==> src/hw/legacy_sideband_regs.svh <==
// Constants for the legacy sideband block
`ifndef LEGACY_SIDEBAND_REGS_SVH
`define LEGACY_SIDEBAND_REGS_SVH

`define RESET_VECTOR 32'hffff_fff0
`define SUPPLY_SYNC_STAGES 2
`define IRQ_CTRL_EN_RESET 1'b1

`endif

==> src/hw/legacy_sideband_pkg.sv <==
// Types for the legacy sideband block
package legacy_sideband_pkg;

    typedef enum logic [1:0] {
        ST_FULL_RUN = 2'b00,
        ST_STOP_GRANT = 2'b01,
        ST_DEEP_SLEEP = 2'b10,
        ST_POWER_DOWN = 2'b11
    } power_state_type;

    typedef enum logic [1:0] {
        ST_RUN = 2'b00,
        ST_INIT_HOLD = 2'b01,
        ST_INIT_RESTART = 2'b10
    } init_state_type;

    typedef struct packed {
        logic sync_a;
        logic sync_b;
        logic released;
    } supply_sync_type;

    typedef struct packed {
        power_state_type power;
        init_state_type init;
        logic break_q;
        logic irq_ctrl_en;
        logic maskable;
        logic nonmaskable;
        logic lirq0;
        logic lirq1;
        logic clear_int;
        logic fetch_restart;
        logic [31:0] fetch_addr;
        logic snoop_ack;
        logic int_init;
    } side_state_type;

endpackage

==> src/hw/supply_good_sync.sv <==
// Supply-good synchroniser producing the internal reset release
`timescale 1ns/1ns
`default_nettype none

module supply_good_sync (
    input wire logic sys_clk,
    input wire logic rst_n,
    input wire logic supply_good_in,
    output logic core_rst_n
);
    import legacy_sideband_pkg::*;

    supply_sync_type s_q;
    supply_sync_type s_d;

    always_comb begin
        s_d = s_q;
        s_d.sync_a = supply_good_in;
        s_d.sync_b = s_q.sync_a;
        // Release only once the synchronised level is high
        s_d.released = s_q.sync_b;
        if (!s_q.sync_b) begin
            s_d.released = 1'b0;
        end
    end

    // Dropping supply_good clears the chain at once
    always_ff @(posedge sys_clk or negedge rst_n) begin
        if (!rst_n) begin
            s_q <= '0;
        end else if (!supply_good_in) begin
            s_q <= '0;
        end else begin
            s_q <= s_d;
        end
    end

    assign core_rst_n = s_q.released;

endmodule // supply_good_sync

`default_nettype wire

==> src/hw/legacy_sideband.sv <==
// Legacy sideband pin handling for the processor core
`timescale 1ns/1ns
`default_nettype none

`include "legacy_sideband_regs.svh"

module legacy_sideband (
    input wire logic sys_clk,
    input wire logic rst_n,
    input wire logic supply_good_in,
    input wire logic stop_clock_in,
    input wire logic soft_init_in,
    input wire logic local_irq0,
    input wire logic local_irq1,
    input wire logic break_event,
    input wire logic deep_sleep_req,
    input wire logic power_down_req,
    input wire logic irq_ctrl_cfg_we,
    input wire logic irq_ctrl_cfg_en,
    input wire logic snoop_req,
    output logic snoop_ack,
    output logic pending_break_out,
    output logic pending_break_oe,
    output logic maskable_irq,
    output logic nonmaskable_irq,
    output logic local_irq0_out,
    output logic local_irq1_out,
    output logic int_reg_clear,
    output logic fetch_restart,
    output logic [31:0] fetch_addr,
    output legacy_sideband_pkg::power_state_type power_state,
    output logic core_rst_n
);
    import legacy_sideband_pkg::*;

    side_state_type st_q;
    side_state_type st_d;
    logic core_rst_int;

    ////////////////////////////////////////////////////////////////////////
    // Supply good qualification

    supply_good_sync u_sync (
        .sys_clk(sys_clk),
        .rst_n(rst_n),
        .supply_good_in(supply_good_in),
        .core_rst_n(core_rst_int)
    );

    ////////////////////////////////////////////////////////////////////////
    // Next state

    always_comb begin
        st_d = st_q;
        st_d.clear_int = 1'b0;
        st_d.fetch_restart = 1'b0;
        // Snoops answered in every state, soft init included
        st_d.snoop_ack = snoop_req;

        case (st_q.power)
            ST_FULL_RUN: begin
                if (stop_clock_in) begin
                    st_d.power = ST_STOP_GRANT;
                end
            end
            ST_STOP_GRANT: begin
                if (!stop_clock_in) begin
                    st_d.power = ST_FULL_RUN;
                end else if (power_down_req) begin
                    st_d.power = ST_POWER_DOWN;
                end else if (deep_sleep_req) begin
                    st_d.power = ST_DEEP_SLEEP;
                end
            end
            ST_DEEP_SLEEP, ST_POWER_DOWN: begin
                if (!stop_clock_in) begin
                    st_d.power = ST_FULL_RUN;
                end
            end
            default: st_d.power = ST_FULL_RUN;
        endcase

        // Break request honoured in any low-power state
        st_d.break_q = stop_clock_in && break_event;

        case (st_q.init)
            ST_RUN: begin
                if (soft_init_in) begin
                    st_d.init = ST_INIT_HOLD;
                    st_d.clear_int = 1'b1;
                end
            end
            ST_INIT_HOLD: begin
                if (!soft_init_in) begin
                    st_d.init = ST_INIT_RESTART;
                end
            end
            ST_INIT_RESTART: begin
                st_d.init = ST_RUN;
                st_d.fetch_restart = 1'b1;
                st_d.fetch_addr = `RESET_VECTOR;
            end
            default: st_d.init = ST_RUN;
        endcase
        st_d.int_init = (st_d.init != ST_RUN);

        if (irq_ctrl_cfg_we) begin
            st_d.irq_ctrl_en = irq_ctrl_cfg_en;
        end

        // Pin routing by controller enable
        st_d.maskable = !st_q.irq_ctrl_en && local_irq0;
        st_d.nonmaskable = !st_q.irq_ctrl_en && local_irq1;
        st_d.lirq0 = st_q.irq_ctrl_en && local_irq0;
        st_d.lirq1 = st_q.irq_ctrl_en && local_irq1;
    end

    ////////////////////////////////////////////////////////////////////////
    // State register, loaded with reset values while supply is not good

    always_ff @(posedge sys_clk or negedge rst_n) begin
        if (!rst_n) begin
            st_q <= '0;
            st_q.irq_ctrl_en <= `IRQ_CTRL_EN_RESET;
            st_q.fetch_addr <= `RESET_VECTOR;
        end else if (!core_rst_int) begin
            st_q <= '0;
            st_q.irq_ctrl_en <= `IRQ_CTRL_EN_RESET;
            st_q.fetch_addr <= `RESET_VECTOR;
        end else begin
            st_q <= st_d;
        end
    end

    ////////////////////////////////////////////////////////////////////////
    // Outputs

    // Open drain: drive low only when requesting a break
    assign pending_break_out = 1'b0;
    assign pending_break_oe = st_q.break_q && stop_clock_in;
    assign snoop_ack = st_q.snoop_ack;
    assign maskable_irq = st_q.maskable;
    assign nonmaskable_irq = st_q.nonmaskable;
    assign local_irq0_out = st_q.lirq0;
    assign local_irq1_out = st_q.lirq1;
    assign int_reg_clear = st_q.clear_int;
    assign fetch_restart = st_q.fetch_restart;
    assign fetch_addr = st_q.fetch_addr;
    assign power_state = st_q.power;
    assign core_rst_n = core_rst_int;

    ////////////////////////////////////////////////////////////////////////
    // Checks

    property p_break_needs_stop;
        @(posedge sys_clk) disable iff (!rst_n)
        !stop_clock_in |-> !pending_break_oe;
    endproperty
    a_break_needs_stop: assert property (p_break_needs_stop) else $error("break asserted without stop clock");

    property p_break_in_sleep;
        @(posedge sys_clk) disable iff (!rst_n || !core_rst_int)
        (stop_clock_in && break_event && st_q.power == ST_POWER_DOWN) ##1 stop_clock_in |-> pending_break_oe;
    endproperty
    a_break_in_sleep: assert property (p_break_in_sleep) else $error("break not raised from power down");

    property p_init_clear;
        @(posedge sys_clk) disable iff (!rst_n || !core_rst_int)
        (st_q.init == ST_RUN && soft_init_in) |=> int_reg_clear;
    endproperty
    a_init_clear: assert property (p_init_clear) else $error("integer clear missing on soft init");

    property p_init_restart;
        @(posedge sys_clk) disable iff (!rst_n || !core_rst_int)
        (st_q.init == ST_INIT_HOLD && !soft_init_in) |=> ##1 (fetch_restart && fetch_addr == `RESET_VECTOR);
    endproperty
    a_init_restart: assert property (p_init_restart) else $error("no restart at reset vector");

    property p_snoop;
        @(posedge sys_clk) disable iff (!rst_n || !core_rst_int)
        (soft_init_in && snoop_req) |=> snoop_ack;
    endproperty
    a_snoop: assert property (p_snoop) else $error("snoop dropped during soft init");

    property p_maskable;
        @(posedge sys_clk) disable iff (!rst_n || !core_rst_int)
        !st_q.irq_ctrl_en ##0 $stable(st_q.irq_ctrl_en) |=> (maskable_irq == $past(local_irq0) && !local_irq0_out);
    endproperty
    a_maskable: assert property (p_maskable) else $error("local_irq0 not routed as maskable");

    property p_nonmaskable;
        @(posedge sys_clk) disable iff (!rst_n || !core_rst_int)
        !st_q.irq_ctrl_en |=> (nonmaskable_irq == $past(local_irq1));
    endproperty
    a_nonmaskable: assert property (p_nonmaskable) else $error("local_irq1 not routed as nonmaskable");

    property p_ctrl_default;
        @(posedge sys_clk) disable iff (!rst_n)
        !core_rst_int |=> st_q.irq_ctrl_en;
    endproperty
    a_ctrl_default: assert property (p_ctrl_default) else $error("controller not enabled after reset");

    property p_hold_reset;
        @(posedge sys_clk) disable iff (!rst_n)
        !supply_good_in |=> (!core_rst_int ##1 !core_rst_int);
    endproperty
    a_hold_reset: assert property (p_hold_reset) else $error("released without synchronised supply good");

endmodule // legacy_sideband

`default_nettype wire

==> config.mk <==
export PLATFORM = sky130hd
export DESIGN_NAME = legacy_sideband
export DESIGN_NICKNAME = d
export VERILOG_FILES = /design/src/hw/legacy_sideband_pkg.sv /design/src/hw/supply_good_sync.sv /design/src/hw/legacy_sideband.sv
export VERILOG_INCLUDE_DIRS = /design/src /design/src/hw
export SDC_FILE = /design/constraint.sdc
export NUM_CORES = 1
export LEC_CHECK = 0
export BUFFER_PORTS_ARGS = -buffer_cell sky130_fd_sc_hd__buf_2
export CORE_MARGIN = 2
export CORE_UTILIZATION = 37
export DETAILED_ROUTE_END_ITERATION = 8
export HOLD_SLACK_MARGIN = 0.1
export PLACE_DENSITY = 0.73
export SLEW_MARGIN = 0
export SYNTH_ARGS = -nofsm -noshare
export SYNTH_HDL_FRONTEND = slang
export SYNTH_HIERARCHICAL = 1
export SYNTH_SLANG_ARGS = --single-unit
export TNS_END_PERCENT = 50
==> constraint.sdc <==
create_clock -name sys_clk -period 1 [get_ports sys_clk]
set_input_delay 0.2 -clock sys_clk [delete_from_list [all_inputs] [get_ports sys_clk]]
set_output_delay 0.2 -clock sys_clk [all_outputs]
set_load 0.01 [all_outputs]
==> impl_metrics.sql, run 1 <==
INSERT INTO impl_metrics (metric_group, metric, value, unit) VALUES
('status', 'run_status', 'complete, but fails checks', ''),
('status', 'failed_checks', 'negative setup slack', ''),
('finish', 'multiInputGateArea', '189', 'µm²'),
('global_route', 'met3_use_gr', '0.0171', ''),
('worst_setup_path', 'start_kind', 'flop', ''),
('sta', 'setup_ws_post_layout', '-387', 'ps'),
('die', 'die_w', '52.3', 'µm'),
('power_and_ir_drop', 'clock_power_share', '0.304', ''),
('power_and_ir_drop', 'part_of_the_total_power_dissipated_in_combinational_logic', '0.077', ''),
('sta', 'finalWorstPathRequiredPeriod', '1390', 'ps'),
('global_route', 'pin_count_of_the_biggest_net_entering_global_routing', '18', ''),
('worst_setup_path', 'critical_path.slowest_cell', 'sky130_fd_sc_hd__dfstp_4', ''),
('cts', 'clkTransAtPathRegs', '90', 'ps'),
('placement', 'place_area', '910', 'µm²'),
('power_and_ir_drop', 'power.static_leakage', '0.550', 'nW'),
('sta', 'grt_setup_unrepaired', 'yes', ''),
('finish', 'layout-drive-gt1-share', '0.627', ''),
('die', 'die_area', '0.00274', 'mm²'),
('power_and_ir_drop', 'int_pwr', '893', 'µW'),
('hold_path', 'hp-start', 'snoop_req', ''),
('worst_setup_path', 'worst-endpoint-arrival', '1190', 'ps'),
('detailed_routing', 'drc', '0', ''),
('logic_synthesis', 'synth.top_cell.area_share', '0.435', ''),
('sta', 'min_period_over_period', '1.39', ''),
('finish', 'syn2layout_area_growth', '23.2', '%'),
('worst_setup_path', 'worst-setup-path-type', 'flop to output port', ''),
('worst_setup_path', 'worstPathCellList', 'buf_8 -> buf_2', ''),
('cts', 'cts_made_buffers', '3', ''),
('sta', 'clk_skew', '2.20', 'ps'),
('cts', 'cts-root-to-sink-buffers', '2', ''),
('finish', 'largest_reg_flops', '4', ''),
('placement', 'pre_cts_setup_slack', '-85.8', 'ps'),
('finish', 'diodes', '0', ''),
('detailed_routing', 'routedWlPerCell', '10.1', 'µm'),
('sta', 'report.final.setup_viol', '33', ''),
('sta', 'hold_violations', '0', ''),
('logic_synthesis', 'ys_async_sr_fraction', '1.00', ''),
('power_and_ir_drop', 'vdd_drop_max', '0.892', 'mV'),
('detailed_routing', 'wl', '1.40', 'mm'),
('global_route', 'grt_most_used_layer', 'met2', ''),
('logic_synthesis', 'synth_area', '863', 'µm²'),
('power_and_ir_drop', 'p_sw', '255', 'µW'),
('finish', 'finish.instance_area', '0.00106', 'mm²'),
('worst_setup_path', 'worstPathMaxFanout', '14', ''),
('die', 'initial_core_util', '0.390', ''),
('finish', 'layout_common_cells', 'sky130_fd_sc_hd__buf_2, sky130_fd_sc_hd__dfrtp_1, sky130_fd_sc_hd__buf_6', ''),
('finish', 'final_net_count', '124', ''),
('logic_synthesis', 'synthDominantAreaCellType', 'sky130_fd_sc_hd__dfrtp_1', ''),
('detailed_routing', 'final_antenna_net_count', '0', ''),
('worst_setup_path', 'setup.worst_path.end_class', 'output port', ''),
('power_and_ir_drop', 'design_power', '1.15', 'mW'),
('finish', 'n_fill_cell', '210', ''),
('worst_setup_path', 'critPathMaxStageDelay', '650', 'ps'),
('logic_synthesis', 'synth_enable_flop_cells', '0', ''),
('placement', 'detailedPlacementHpwl', '1.02', 'mm'),
('detailed_routing', 'vias_per_cell', '4.22', ''),
('sta', 'drv_slew', '0', ''),
('detailed_routing', 'drtPass1Iterations', '2', ''),
('global_route', 'track_usage', '0.107', ''),
('cts', 'clk_sinks', '17', ''),
('worst_setup_path', 'timing.critical_path.required', '800', 'ps'),
('global_route', 'antenna_found_initial', '0', ''),
('logic_synthesis', 'synth-seq-cells', '17', ''),
('logic_synthesis', 'yosysWarnings', '6', ''),
('die', 'core_area', '0.00221', 'mm²'),
('global_route', 'groute.layer.met2.usage', '0.217', ''),
('sta', 'fin_setup_tns', '-10990', 'ps'),
('worst_setup_path', 'rr_startpoint', 'fetch_addr[30]', ''),
('die', 'placementRows', '17', ''),
('logic_synthesis', 'synth.top_cells.by_area', 'sky130_fd_sc_hd__dfrtp_1, sky130_fd_sc_hd__buf_4, sky130_fd_sc_hd__dfstp_2', ''),
('worst_setup_path', 'crit_path_start', 'fetch_addr[30]', '');
-- cell families (layout without fill, tap and decap cells) --
group,Yosys count,count (layout),share of synthesized area
flip-flops,17,17,0.496
other,1,5,0.00434
AND/OR/NAND/NOR,20,20,0.164
multiplexers,1,1,0.0116
buffers and inverters,37,65,0.313
AO/OA/AOI/OAI,2,2,0.0116
-- path summary, 6_finish.rpt --
check / end / slack, ps / cells past startpoint
max: fetch_addr[18] / -390 / 2
min: snoop_ack / 140 / 2
max reg2reg: fetch_addr[30] / -20 / 3
min reg2reg: u_sync/s_q[1] / 470 / 1
max in group asynchronous: st_q[40] / 350 / 2
min in group asynchronous: snoop_ack / 350 / 2
-- synthesized netlist by cell type (2+ instances only) --
| master | count |
|---|---|
| sky130_fd_sc_hd__and2_1 | 3 |
| sky130_fd_sc_hd__and3_2 | 3 |
| sky130_fd_sc_hd__buf_4 | 35 |
| sky130_fd_sc_hd__dfrtp_1 | 15 |
| sky130_fd_sc_hd__dfstp_2 | 2 |
| sky130_fd_sc_hd__nand2_1 | 2 |
| sky130_fd_sc_hd__nor3b_1 | 2 |
-- per-layer routing --
layer	part of all wire	wire [µm]
met5	0	0
met1	0.32	448
met3	0.089	124
met4	0	0
met2	0.59	827
-- metrics by stage --
stage / utilization / hold WS (ps) / cells
floorplan: - / -95.6 / 82
global placement: 0.411 / 128 / 126
detailed placement: 0.411 / 133 / 126
CTS: 0.472 / 122 / 138
global route: 0.481 / 120 / 138
finish: 0.481 / 135 / 138
-- repair_timing --
item,4_1_cts,5_1_grt
setup endpoints to repair,36,41
resized for setup,9,3
hold buffers,3,0
buffers inserted,5,0
pin swaps,1,0
endpoints found under the hold margin,17,0
-- power groups by stage --
stage | Clock (mW) | Sequential, mW | Combinational, mW
2_1_floorplan | 0 | 0.724 | 0.0419
3_3_place_gp | 0 | 0.722 | 0.0746
3_5_place_dp | 0 | 0.723 | 0.0778
4_1_cts | 0.368 | 0.711 | 0.0883
5_1_grt | 0.400 | 0.713 | 0.0990
6_report | 0.349 | 0.710 | 0.0887
-- final cells by class --
class / instances / area share
inverter: 2 / 0.00706
tap: 28 / 0.0329
sequential: 17 / 0.407
multi-input combinational: 28 / 0.178
clock inverter: 1 / 0.00471
timing repair buffer: 59 / 0.349
clock buffer: 3 / 0.0212
-- worst max-delay path, delay by kind of cell (launching register included) --
family / cells / cell delay (ps)
buffers and inverters: 2 / 260
flip-flops: 1 / 650
Note: power is estimated with default switching activity, not from simulation.
==> run 2, diff against run 1 <==
- ABC_AREA: default -> 1
- CORE_UTILIZATION: 37 -> 38
- PLACE_DENSITY: 0.73 -> 0.72
==> run 2 against run 1 <==
The run still ends with negative setup slack left. First-iteration DRC count grew 100%. Critical path depth is the same. Global-route usage grew 0.062 points. Final cell count grew 19%. Register-to-register slack gained 20 ps. Combinational power grew 39%. Synthesized cell count grew 32%. Synthesized area grew 12%. Fmax shrank 0.76%. Clock-buffer cell count grew 1. Largest cell class unchanged.
==> impl_metrics.sql, run 2 <==
INSERT INTO impl_metrics (metric_group, metric, value, unit) VALUES
('status', 'run_status', 'complete, but fails checks', ''),
('status', 'failed_checks', 'negative setup slack', ''),
('worst_setup_path', 'worst-setup-path-type', 'flop to output port', ''),
('finish', 'layout_common_cells', 'sky130_fd_sc_hd__buf_2, sky130_fd_sc_hd__nand2_1, sky130_fd_sc_hd__dfrtp_1', ''),
('sta', 'finalHoldWorstSlack', '110', 'ps'),
('worst_setup_path', 'reg2reg_to', 'fetch_addr[30]', ''),
('logic_synthesis', 'netlist_top_cells_count', 'sky130_fd_sc_hd__buf_4, sky130_fd_sc_hd__dfrtp_1, sky130_fd_sc_hd__nand2_1, sky130_fd_sc_hd__inv_1, sky130_fd_sc_hd__nor2_1', ''),
('logic_synthesis', 'yosysWarnings', '6', ''),
('placement', 'detailedPlacementHpwl', '1.12', 'mm'),
('logic_synthesis', 'ys_async_sr_fraction', '1.00', ''),
('finish', 'largest-register', 'st_q', ''),
('logic_synthesis', 'synth_enable_flop_cells', '0', ''),
('finish', 'layout_commonest_cell', 'sky130_fd_sc_hd__buf_2', ''),
('worst_setup_path', 'critPathMaxStageDelay', '650', 'ps'),
('logic_synthesis', 'share_of_synthesized_area_occupied_by_flip_flops_and_latches', '0.441', ''),
('power_and_ir_drop', 'vdd_drop_max', '0.916', 'mV'),
('worst_setup_path', 'r2r_cells', '4', ''),
('die', 'initial_core_util', '0.396', ''),
('sta', 'drv_slew', '0', ''),
('detailed_routing', 'final_antenna_net_count', '0', ''),
('logic_synthesis', 'synthDominantAreaCellType', 'sky130_fd_sc_hd__dfrtp_1', ''),
('global_route', 'groute.layer.met2.usage', '0.193', ''),
('job', 'maxCapViolations', '0', ''),
('sta', 'min_period_over_period', '1.40', ''),
('die', 'die_w', '54.5', 'µm'),
('cts', 'clkTransAtPathRegs', '90', 'ps'),
('placement', 'placedCellCount', '153', ''),
('global_route', 'global_route.overflow_total', '0', ''),
('hold_path', 'min_path_cells', '3', ''),
('detailed_routing', 'wl', '1.49', 'mm'),
('die', 'floorplan.io_pins', '57', ''),
('logic_synthesis', 'synth.top_cells.by_area', 'sky130_fd_sc_hd__dfrtp_1, sky130_fd_sc_hd__buf_4, sky130_fd_sc_hd__dfstp_2', ''),
('logic_synthesis', 'synth_most_common_cell', 'sky130_fd_sc_hd__buf_4', ''),
('sta', 'grt_setup_unrepaired', 'yes', ''),
('worst_setup_path', 'worstPathCellList', 'buf_12 -> buf_2', ''),
('worst_setup_path', 'setup.worst_path.end_class', 'output port', ''),
('cts', 'clk_sinks', '17', ''),
('detailed_routing', 'vias_per_cell', '4.11', ''),
('worst_setup_path', 'timing.critical_path.required', '800', 'ps'),
('finish', 'layout-drive-gt1-share', '0.560', ''),
('detailed_routing', 'drtPass1Iterations', '2', ''),
('die', 'die_h', '54.5', 'µm'),
('die', 'placementRows', '18', ''),
('sta', 'report.final.setup_viol', '34', ''),
('finish', 'multiInputGateArea', '230', 'µm²'),
('finish', 'diodes', '0', ''),
('logic_synthesis', 'post_synth_inst_count', '103', ''),
('logic_synthesis', 'syn_area_per_cell', '9.43', 'µm²'),
('detailed_routing', 'drt_iter0_drc', '2', ''),
('logic_synthesis', 'synth_area', '971', 'µm²'),
('worst_setup_path', 'reg2reg_setup_slack', '0', 'ps'),
('worst_setup_path', 'start_kind', 'flop', ''),
('global_route', 'antenna_found_initial', '0', ''),
('detailed_routing', 'drc', '0', ''),
('cts', 'clock_tree_from_tritoncts', 'built', ''),
('global_route', 'grt_first_pass_wirelength', '2.30', 'mm'),
('global_route', 'globalRouteMet1Util', '0.123', ''),
('sta', 'hold_violations', '0', ''),
('detailed_routing', 'routedWlPerCell', '9.09', 'µm'),
('worst_setup_path', 'critical_path.slowest_cell', 'sky130_fd_sc_hd__dfstp_4', ''),
('power_and_ir_drop', 'power_density_over_cell_area', '1000', 'mW/mm²'),
('finish', 'final-instance-count-excl-fill', '164', ''),
('finish', 'largest_reg_flops', '4', ''),
('hold_path', 'min_path_type', 'input pin to flop', ''),
('global_route', 'track_usage', '0.108', ''),
('sta', 'setup_ws_post_layout', '-398', 'ps'),
('hold_path', 'timing.hold.worst_endpoint', 'snoop_ack', ''),
('placement', 'count_of_buffers_from_port_buffering', '51', ''),
('power_and_ir_drop', 'power.static_leakage', '0.632', 'nW'),
('cts', 'clock_tree.htree_level_count', '1', ''),
('global_route', 'pin_count_of_the_biggest_net_entering_global_routing', '18', ''),
('worst_setup_path', 'rr_startpoint', 'fetch_addr[30]', ''),
('logic_synthesis', 'synthDistinctLibCells', '21', ''),
('power_and_ir_drop', 'design_power', '1.20', 'mW'),
('global_route', 'first_global_vias', '554', ''),
('worst_setup_path', 'worstPathMaxFanout', '15', ''),
('cts', 'cts-root-to-sink-buffers', '2', ''),
('global_route', 'grt_most_used_layer', 'met2', ''),
('placement', 'gp_routability_congestion', '0.867', ''),
('logic_synthesis', 'synth-seq-cells', '17', ''),
('sta', 'finalWorstPathRequiredPeriod', '1400', 'ps'),
('sta', 'clk_skew', '1.52', 'ps'),
('finish', 'syn2layout_area_growth', '22.7', '%'),
('finish', 'n_fill_cell', '244', ''),
('worst_setup_path', 'worst-endpoint-arrival', '1200', 'ps'),
('die', 'die_area', '0.00298', 'mm²'),
('die', 'core_area', '0.00245', 'mm²'),
('finish', 'final_net_count', '148', ''),
('cts', 'worstSkewPairLatency', '290', 'ps'),
('global_route', 'met3_use_gr', '0.0464', ''),
('detailed_routing', 'detailroute.via_count', '674', ''),
('finish', 'regArea', '434', 'µm²'),
('cts', 'cts-root-buf', 'sky130_fd_sc_hd__clkbuf_4', ''),
('cts', 'cts_made_buffers', '3', ''),
('logic_synthesis', 'synth.top_cell.area_share', '0.387', ''),
('logic_synthesis', 'synth_ff_type', 'sky130_fd_sc_hd__dfrtp_1', ''),
('hold_path', 'hp-start', 'snoop_req', ''),
('sta', 'fmax', '0.715', 'GHz');
[run 2: changes by cell type after synthesis, sizes merged, moves of 2 or more]
cell   delta
and3      -3
and2      -4
nor3b     -2
nand2    +12
nand3     +2
nor4      +2
nor2      +6
nor3      +4
inv      +11
[run 2: area by class of cell]
type,count,share of cell area
Clock buffer,4,0.0221
Inverter,14,0.0452
Tap cell,30,0.0315
Timing Repair Buffer,59,0.343
Multi-Input combinational cell,40,0.193
Sequential cell,17,0.364
[run 2: stage by stage]
| step | instance area (µm²) | setup slack, ps | util | setup TNS [ps] |
|---|---|---|---|---|
| finish | 1190 | -398 | 0.485 | -11160 |
| global placement | 1030 | -61.2 | 0.419 | -1660 |
| floorplan | 990 | -71.1 | - | -1990 |
| CTS | 1170 | -404 | 0.475 | -11560 |
| detailed placement | 1030 | -75.3 | 0.419 | -2030 |
| global route | 1190 | -468 | 0.485 | -13690 |
[run 2: cell families after synthesis]
| family | share of synthesized area |
|---|---|
| other cells | 0.00386 |
| simple gates | 0.191 |
| flops | 0.441 |
| compound gates | 0.0271 |
| buf+inv | 0.338 |
[run 2: worst max-delay path by stage]
stage,slack [ps],from,cells after the start,end
after CTS,-400,fetch_addr[30],2,fetch_addr[10]
after global placement,-60,fetch_addr[30],1,fetch_addr[19]
after global routing,-470,fetch_addr[30],2,fetch_addr[19]
after detailed placement,-80,fetch_addr[30],1,fetch_addr[21]
final,-400,fetch_addr[30],2,fetch_addr[21]
after floorplan,-70,fetch_addr[30],1,fetch_addr[10]
[run 2: worst max-delay path, delay by kind of cell, from the launching register on]
family / cells / cell delay (ps)
buffers and inverters: 2 / 260
DFF: 1 / 650
[run 2: what timing repair did]
action / 4_1_cts / 5_1_grt
pin swaps: 1 / 1
hold buffers: 4 / 0
gates resized for setup: 8 / 7
setup endpoints to repair: 36 / 41
setup buffers: 3 / 0
hold endpoints to repair: 18 / 0
[run 2: routing by layer]
metal,up-vias,share of wire
li1,337,-
met1,298,0.39
met2,39,0.50
met3,0,0.11
met4,0,0
met5,-,0
[run 2: power breakdown]
| part | internal [mW] | switching, mW |
|---|---|---|
| Clock | 0.155 | 0.206 |
| Sequential | 0.703 | 0.00986 |
| Combinational | 0.0529 | 0.0704 |
